--- src/hw/adcsq_pkg.sv ---
// package: constants and types for the converter sequencer
package adcsq_pkg;
  localparam int ADCSQ_RES_W = 10;
  localparam int ADCSQ_SEL_W = 6;
  localparam int ADCSQ_NUM_SRC = 34;
  localparam int ADCSQ_CLK_HZ = 40000000;
  // one instruction cycle, in nanoseconds
  localparam int ADCSQ_INSTR_NS = 100;
  localparam int ADCSQ_INSTR_CYC = (ADCSQ_INSTR_NS * (ADCSQ_CLK_HZ / 1000000) + 999) / 1000;
  // one bit decision per converter clock, in nanoseconds
  localparam int ADCSQ_BIT_NS = 1000;
  localparam int ADCSQ_BIT_CYC = (ADCSQ_BIT_NS * (ADCSQ_CLK_HZ / 1000000)) / 1000;
  localparam logic [9:0] ADCSQ_RES_RST = 10'h000;
  localparam logic [5:0] ADCSQ_SEL_RST = 6'h00;
  localparam int ADCSQ_HIGH_LSB = 8;

  // control bits from software
  typedef struct packed {
    logic converter_on;
    logic go_set;
    logic go_clear;
    logic dedicated_rc_clock;
    logic int_enable;
    logic sleep;
    logic [5:0] trigger_select;
  } adcsq_ctrl_t;

  // status back to software
  typedef struct packed {
    logic converter_on;
    logic go;
    logic conversion_done_flag;
    logic active;
    logic wake;
    logic [7:0] result_high;
    logic [7:0] result_low;
  } adcsq_stat_t;
endpackage

--- src/hw/adcsq_trig_sel.sv ---
// trigger source selection and rising edge detect
`timescale 1ns/1ps
module adcsq_trig_sel
  import adcsq_pkg::*;
(
  input wire logic i_clk,
  input wire logic i_sys_rst,
  input wire logic [ADCSQ_NUM_SRC-1:0] i_src,
  input wire logic [5:0] i_sel,
  output logic o_rise
);
  logic [ADCSQ_NUM_SRC-1:0] meta_q;
  logic [ADCSQ_NUM_SRC-1:0] sync_q;
  logic sel_q;
  logic pick_d;

  // sources may be asynchronous, so two flops first
  always_ff @(posedge i_clk or posedge i_sys_rst) begin
    if (i_sys_rst) begin
      meta_q <= '0;
      sync_q <= '0;
    end else begin
      meta_q <= i_src;
      sync_q <= meta_q;
    end
  end

  // codes beyond the table select nothing
  always_comb begin
    pick_d = 1'b0;
    if (i_sel < 6'(ADCSQ_NUM_SRC)) begin
      pick_d = sync_q[i_sel];
    end
  end

  // previous selected level; a select change can give one false edge
  always_ff @(posedge i_clk or posedge i_sys_rst) begin
    if (i_sys_rst) begin
      sel_q <= 1'b0;
    end else begin
      sel_q <= pick_d;
    end
  end

  assign o_rise = pick_d & ~sel_q;
endmodule

--- src/hw/adcsq_sar.sv ---
// successive approximation bit stepper with partial fill
`timescale 1ns/1ps
module adcsq_sar
  import adcsq_pkg::*;
(
  input wire logic i_clk,
  input wire logic i_sys_rst,
  input wire logic i_start,
  input wire logic i_stop,
  input wire logic i_cmp,
  output logic o_busy,
  output logic o_last,
  output logic [9:0] o_code
);
  logic [9:0] code_q;
  logic [3:0] bit_q;
  logic [7:0] tick_q;
  logic busy_q;

  // bit index counts down; tick paces each decision
  always_ff @(posedge i_clk or posedge i_sys_rst) begin
    if (i_sys_rst) begin
      busy_q <= 1'b0;
      bit_q <= 4'h0;
      tick_q <= 8'h00;
      code_q <= ADCSQ_RES_RST;
    end else if (i_stop) begin
      busy_q <= 1'b0;
    end else if (i_start) begin
      busy_q <= 1'b1;
      bit_q <= 4'(ADCSQ_RES_W - 1);
      tick_q <= 8'h00;
      code_q <= ADCSQ_RES_RST;
    end else if (busy_q) begin
      if (tick_q == 8'(ADCSQ_BIT_CYC - 1)) begin
        tick_q <= 8'h00;
        code_q[bit_q] <= i_cmp;
        if (bit_q == 4'h0) begin
          busy_q <= 1'b0;
        end else begin
          bit_q <= bit_q - 4'h1;
        end
      end else begin
        tick_q <= tick_q + 8'h01;
      end
    end
  end

  assign o_busy = busy_q;
  assign o_last = busy_q && bit_q == 4'h0 && tick_q == 8'(ADCSQ_BIT_CYC - 1);
  assign o_code = code_q;

  // partial code: unresolved bits copy the last resolved bit
  function automatic logic [9:0] fill(input logic [9:0] c, input logic [3:0] b);
    logic [9:0] r;
    r = c;
    for (int k = 0; k < ADCSQ_RES_W; k++) begin
      if (k <= int'(b)) begin
        r[k] = (b == 4'(ADCSQ_RES_W - 1)) ? 1'b0 : c[b + 4'h1];
      end
    end
    return r;
  endfunction

  logic [9:0] part_code;
  assign part_code = fill(code_q, bit_q);
endmodule

--- src/hw/adcsq_top.sv ---
// converter conversion sequencer top
`timescale 1ns/1ps
module adcsq_top
  import adcsq_pkg::*;
(
  input wire logic i_clk,
  input wire logic i_sys_rst,
  input wire adcsq_ctrl_t i_ctrl,
  input wire logic i_done_flag_clr,
  input wire logic i_cmp,
  input wire logic [ADCSQ_NUM_SRC-1:0] i_trig_src,
  output adcsq_stat_t o_stat,
  output logic o_sample
);
  typedef enum logic [1:0] {ADCSQ_IDLE, ADCSQ_WAIT, ADCSQ_CONV} adcsq_state_t;

  adcsq_state_t state_q;
  logic go_q;
  logic done_q;
  logic on_q;
  logic off_q;
  logic wake_q;
  logic [9:0] res_q;
  logic [7:0] dly_q;
  logic [5:0] sel_q;
  logic trig_rise;
  logic start_conv;
  logic sar_busy;
  logic sar_last;
  logic [9:0] sar_code;
  logic [3:0] sar_bit;
  logic enabled;
  logic abort_sleep;
  logic sw_stop;
  logic complete;
  logic go_req;

  // the on bit stays readable even when sleep powers the module down
  assign enabled = on_q & ~off_q;
  assign abort_sleep = i_ctrl.sleep & ~i_ctrl.dedicated_rc_clock & state_q != ADCSQ_IDLE;
  assign sw_stop = i_ctrl.go_clear & state_q != ADCSQ_IDLE;
  assign complete = sar_last & state_q == ADCSQ_CONV;
  // go from software or trigger, only while enabled
  assign go_req = enabled & (i_ctrl.go_set | trig_rise);

  adcsq_trig_sel u_trig (
    .i_clk(i_clk),
    .i_sys_rst(i_sys_rst),
    .i_src(i_trig_src),
    .i_sel(sel_q),
    .o_rise(trig_rise)
  );

  adcsq_sar u_sar (
    .i_clk(i_clk),
    .i_sys_rst(i_sys_rst),
    .i_start(start_conv),
    .i_stop(sw_stop | abort_sleep | ~enabled),
    .i_cmp(i_cmp),
    .o_busy(sar_busy),
    .o_last(sar_last),
    .o_code(sar_code)
  );

  // bit index is tracked here too, for the partial fill
  logic [3:0] bit_q;
  logic [7:0] tick_q;
  always_ff @(posedge i_clk or posedge i_sys_rst) begin
    if (i_sys_rst) begin
      bit_q <= 4'h0;
      tick_q <= 8'h00;
    end else if (start_conv) begin
      bit_q <= 4'(ADCSQ_RES_W - 1);
      tick_q <= 8'h00;
    end else if (sar_busy) begin
      if (tick_q == 8'(ADCSQ_BIT_CYC - 1)) begin
        tick_q <= 8'h00;
        if (bit_q != 4'h0) begin
          bit_q <= bit_q - 4'h1;
        end
      end else begin
        tick_q <= tick_q + 8'h01;
      end
    end
  end
  assign sar_bit = bit_q;

  // unresolved bits take the last resolved bit's value
  function automatic logic [9:0] part_fill(input logic [9:0] c, input logic [3:0] b);
    logic [9:0] r;
    logic fillv;
    r = c;
    fillv = (b == 4'(ADCSQ_RES_W - 1)) ? 1'b0 : c[b + 4'h1];
    for (int k = 0; k < ADCSQ_RES_W; k++) begin
      if (k <= int'(b)) begin
        r[k] = fillv;
      end
    end
    return r;
  endfunction

  // converter_on and trigger select are software-owned levels
  always_ff @(posedge i_clk or posedge i_sys_rst) begin
    if (i_sys_rst) begin
      on_q <= 1'b0;
      sel_q <= ADCSQ_SEL_RST;
    end else begin
      on_q <= i_ctrl.converter_on;
      sel_q <= i_ctrl.trigger_select;
    end
  end

  // sleep power-down: cleared by software rewriting converter_on low
  always_ff @(posedge i_clk or posedge i_sys_rst) begin
    if (i_sys_rst) begin
      off_q <= 1'b0;
    end else if (~i_ctrl.converter_on) begin
      off_q <= 1'b0;
    end else if (abort_sleep) begin
      off_q <= 1'b1;
    end else if (complete & i_ctrl.sleep & ~i_ctrl.int_enable) begin
      off_q <= 1'b1;
    end
  end

  // sequencer: optional one instruction wait, then conversion
  always_ff @(posedge i_clk or posedge i_sys_rst) begin
    if (i_sys_rst) begin
      state_q <= ADCSQ_IDLE;
      dly_q <= 8'h00;
    end else if (sw_stop | abort_sleep | ~enabled) begin
      state_q <= ADCSQ_IDLE;
    end else begin
      unique case (state_q)
        ADCSQ_IDLE: begin
          if (go_req & i_ctrl.dedicated_rc_clock) begin
            state_q <= ADCSQ_WAIT;
            dly_q <= 8'h00;
          end else if (go_req) begin
            state_q <= ADCSQ_CONV;
          end
        end
        ADCSQ_WAIT: begin
          if (dly_q == 8'(ADCSQ_INSTR_CYC - 1)) begin
            state_q <= ADCSQ_CONV;
          end else begin
            dly_q <= dly_q + 8'h01;
          end
        end
        ADCSQ_CONV: begin
          if (complete) begin
            state_q <= ADCSQ_IDLE;
          end
        end
      endcase
    end
  end

  assign start_conv = (state_q == ADCSQ_IDLE & go_req & ~i_ctrl.dedicated_rc_clock)
    | (state_q == ADCSQ_WAIT & dly_q == 8'(ADCSQ_INSTR_CYC - 1) & enabled
       & ~sw_stop & ~abort_sleep);

  // go bit: set by request, cleared by completion, stop or abort
  always_ff @(posedge i_clk or posedge i_sys_rst) begin
    if (i_sys_rst) begin
      go_q <= 1'b0;
    end else if (go_req & state_q == ADCSQ_IDLE) begin
      go_q <= 1'b1;
    end else if (complete | sw_stop | abort_sleep | ~enabled) begin
      go_q <= 1'b0;
    end
  end

  // done flag: hardware set wins over software clear
  always_ff @(posedge i_clk or posedge i_sys_rst) begin
    if (i_sys_rst) begin
      done_q <= 1'b0;
    end else if (complete) begin
      done_q <= 1'b1;
    end else if (i_done_flag_clr) begin
      done_q <= 1'b0;
    end
  end

  // result load on completion or early stop; sleep abort leaves it
  always_ff @(posedge i_clk or posedge i_sys_rst) begin
    if (i_sys_rst) begin
      res_q <= ADCSQ_RES_RST;
    end else if (complete) begin
      res_q <= {sar_code[9:1], i_cmp};
    end else if (sw_stop & state_q == ADCSQ_CONV) begin
      res_q <= part_fill(sar_code, sar_bit);
    end
  end

  // wake pulse when a conversion ends in sleep with interrupt on
  always_ff @(posedge i_clk or posedge i_sys_rst) begin
    if (i_sys_rst) begin
      wake_q <= 1'b0;
    end else begin
      wake_q <= complete & i_ctrl.sleep & i_ctrl.int_enable;
    end
  end

  always_comb begin
    o_stat = '0;
    o_stat.converter_on = on_q;
    o_stat.go = go_q;
    o_stat.conversion_done_flag = done_q;
    o_stat.active = state_q != ADCSQ_IDLE;
    o_stat.wake = wake_q;
    o_stat.result_high = {6'h00, res_q[9:ADCSQ_HIGH_LSB]};
    o_stat.result_low = res_q[7:0];
  end
  assign o_sample = state_q == ADCSQ_CONV;
endmodule

--- config.mk ---
export PLATFORM = sky130hd
export DESIGN_NAME = adcsq_top
export DESIGN_NICKNAME = d
export VERILOG_FILES = /design/src/hw/adcsq_pkg.sv /design/src/hw/adcsq_trig_sel.sv /design/src/hw/adcsq_sar.sv /design/src/hw/adcsq_top.sv
export SDC_FILE = /design/constraint.sdc
export NUM_CORES = 1
export LEC_CHECK = 0
export ABC_AREA = 1
export CORE_MARGIN = 2
export CORE_UTILIZATION = 65
export DETAILED_ROUTE_END_ITERATION = 10
export DONT_BUFFER_PORTS = 1
export PLACE_DENSITY = 0.81
export SYNTH_ARGS = -nofsm -noshare
export SYNTH_HDL_FRONTEND = slang
export SYNTH_SLANG_ARGS = --single-unit
--- constraint.sdc ---
create_clock -name i_clk -period 7.9 [get_ports i_clk]
set_clock_uncertainty 0.15 [all_clocks]
set_input_delay 0.395 -clock i_clk [delete_from_list [all_inputs] [get_ports i_clk]]
set_output_delay 0.395 -clock i_clk [all_outputs]
set_load 0.01 [all_outputs]
==> results.py <==
metrics = {
    "status": {
        "status": "complete, no violations",
    },
    "route": {
        "top_layer_used": "met4",
        "drc_errors": 0,
        "num_vias": 4918,
        "wirelength_um": 15000,
        "wl_met2_um": 7670,
        "ant_nets": 0,
        "wl_per_cell_um": 18.1,
        "dr.pass1.iters": 5,
        "viasPerCell": 5.95,
        "wl_met3_um": 957,
        "drt_iter0_markers": 340,
        "wl_met1_um": 5810,
    },
    "power_and_ir_drop": {
        "power_density_mw_per_mm2": 309,
        "vdd_drop_max_v": 0.000247,
        "leakagePower_nw": 3.40,
    },
    "sta": {
        "slew_headroom": 0.437,
        "finalCritPeriodShare": 0.444,
        "rsz0062_at_grt": "no",
        "finalSetupViolCount": 0,
        "setup_ws_ps": 4390,
        "finalMaxSlewViolations": 0,
        "min_period_ps": 3510,
        "final_hold_viol_count": 0,
        "tightest_slew_ps": 845,
        "max_freq_mhz": 285,
        "final.setup.tns_ps": 0,
    },
    "yosys": {
        "synth_fa_ha_area_frac": 0.0308,
        "synth-xor-area-share": 0.0187,
        "synthFlopType": "dfrtp_1",
        "synthMuxAreaShare": 0.00164,
        "syn_inst": 658,
        "synth_top_family_by_area": "simple AND/OR/NAND/NOR gates",
        "synth-edff-count": 0,
        "yosys_warnings": 0,
        "postSynthAreaPerCell_um2": 9.26,
        "postSynth.asyncResetShare": 1.00,
        "ys_seq_elements": 135,
        "synthSimpleGateAreaFrac": 0.235,
        "ys_seq_area_frac": 0.554,
        "syn-cell-area_mm2": 0.00610,
        "synth_compound_area_frac": 0.0759,
        "ys_types": 45,
    },
    "clock_network": {
        "cts_root_buf": "clkbuf_8",
        "cts_tree": "done",
        "clkSinkCount": 135,
        "cts-htree-levels": 4,
        "numCtsBuffers": 17,
        "cts_buffer_depth": 2,
        "ctsResizeCount": 0,
        "clk_pin_slew_ps": 60,
        "insertion_delay_ps": 520,
    },
    "hold_path": {
        "hp-class": "in2reg",
        "whs_path_depth": 4,
        "holdPathEnd": "go_q",
        "min_from": "i_ctrl[10]",
    },
    "critical_path": {
        "crit_required_ps": 8160,
        "r2r-start": "sel_q[0]",
        "start_kind": "flip-flop",
        "reg2reg_depth": 15,
        "r2r_end": "u_sar.bit_q[3]",
        "cp-startpoint": "sel_q[0]",
        "setup.worst_path.end_class": "flip-flop",
        "crit_arrival_ps": 3760,
        "r2r_slack_ps": 4390,
        "worst-setup-path-type": "reg2reg",
        "crit_fanout": 18,
    },
    "global_route": {
        "grt_pass1_vias": 5060,
        "grt.overflow.total": 0,
        "antenna_found_initial": 0,
        "grt_max_degree": 69,
        "track_usage": 0.316,
        "grt_first_pass_wirelength_um": 24500,
    },
    "placed_design": {
        "io_buffers": 0,
        "dp_hpwl_um": 8460,
        "place_congestion": 0.985,
        "placedInstanceArea_mm2": 0.00607,
        "pre_cts_slack_ps": 4680,
    },
    "final_layout": {
        "diodes": 0,
        "syn_to_final_growth_pct": 17.0,
        "final_common_cell": "nand2_1",
        "drive_gt1_frac": 0.0825,
        "layout_common_cells": "144 x nand2_1, 135 x dfrtp_1, 73 x nand3_1, 71 x inv_1, 48 x dlygate4sd3_1",
        "nNetsFinal": 768,
        "final_area_mm2": 0.00713,
    },
    "floorplan": {
        "ios": 72,
        "fp.dieH_um": 101,
        "start_util": 0.666,
        "die_area_mm2": 0.0102,
        "die_x_um": 101,
        "rows": 35,
        "coreArea_mm2": 0.00915,
    },
    "job": {
        "drv_cap": 0,
    },
}
==> cell usage after synthesis (4+ instances only) <==
| library cell | n | area share |
|---|---|---|
| nand2_1 | 144 | 0.089 |
| dfrtp_1 | 135 | 0.55 |
| buf_2 | 7 | 0.0057 |
| nor2_1 | 33 | 0.020 |
| a21oi_1 | 21 | 0.017 |
| ha_1 | 15 | 0.031 |
| o31ai_1 | 5 | 0.0062 |
| o21ai_0 | 37 | 0.030 |
| clkbuf_1 | 6 | 0.0037 |
| xor2_1 | 10 | 0.014 |
| nand4_1 | 19 | 0.019 |
| buf_4 | 11 | 0.014 |
| nand2_2 | 4 | 0.0041 |
| o211ai_1 | 4 | 0.0049 |
| inv_1 | 72 | 0.044 |
| o21ai_1 | 12 | 0.0099 |
| nor3_1 | 9 | 0.0074 |
| nand3_1 | 73 | 0.060 |
==> registers in the layout (all words and copies together) (netlist names), 2 cells and up <==
register       flops
bit_q              4
dly_q              8
res_q             10
sel_q              6
state_q            2
tick_q             8
u_sar.bit_q        4
u_sar.o_code      10
u_sar.tick_q       8
u_trig.meta_q     34
u_trig.sync_q     34
==> metal layers <==
metal | vias up | global-route usage
met3 | 57 | 0.0902
met1 | 2392 | 0.377
li1 | 2231 | -
met4 | 0 | 0.154
met2 | 238 | 0.528
met5 | - | 0
==> per-stage QoR <==
stage	instances	util	hold WS, ps	total power [mW]
detailed placement	747	0.663	185	1.38
global route	826	0.779	74.1	2.33
floorplan	663	-	181	1.28
finish	826	0.779	81.5	2.20
global placement	747	0.663	184	1.35
CTS	826	0.779	21.1	2.19
==> worst max-delay path, stage by stage (launching register included) <==
cell and delay [ps]:
dfrtp_1 830, nand2_1 140, nand3_1 160, nand3_1 130, nand3_1 140, nand2_1 70
nand2_1 120, nand4_2 110, nand2_2 150, nand4_4 230, nand2_1 460, inv_2 260
o21ai_2 170, nand2_1 140, nand2_1 80, nand2_1 50
==> worst max-delay path by stage <==
stage | to | slack (ps) | cells past startpoint
4_1_cts | u_sar.bit_q[3] | 4550 | 17
2_1_floorplan | bit_q[0] | 3740 | 1
3_3_place_gp | u_sar.bit_q[2] | 4860 | 18
3_5_place_dp | u_sar.bit_q[2] | 4680 | 17
5_1_grt | u_sar.bit_q[2] | 4080 | 17
6_report | u_sar.bit_q[3] | 4390 | 15
==> layout make-up <==
class                           instances  area (um^2)
Inverter                               77          304
Clock inverter                         11          151
Tap cell                              111          139
Clock buffer                           20          435
Fill cell                             520         2020
Timing Repair Buffer                   50          495
Sequential cell                       135         3380
Multi-Input combinational cell        422         2230
==> power by group <==
| group | switching (mW) | total (mW) | internal, mW |
|---|---|---|---|
| Clock | 0.295 | 0.783 | 0.488 |
| Combinational | 0.335 | 0.515 | 0.180 |
| Sequential | 0.116 | 0.905 | 0.789 |
| Total | 0.746 | 2.20 | 1.46 |
==> cell families (layout without fill, tap and decap cells) <==
group                    count (synthesis)  count (layout)
AND/OR/NAND/NOR                        303             303
buffers and inverters                  106             158
AO/OA/AOI/OAI                           84              84
XOR/XNOR                                13              13
adder cells (fa/ha/maj)                 15              15
flip-flops                             135             135
other                                    1               6
multiplexers                             1               1
==> what timing repair did <==
action / 4_1_cts / 5_1_grt
hold buffers: 48 / 0
setup buffers: 0 / 0
endpoints found under the hold margin: 112 / 0
Note: power is estimated with default switching activity, not from simulation.
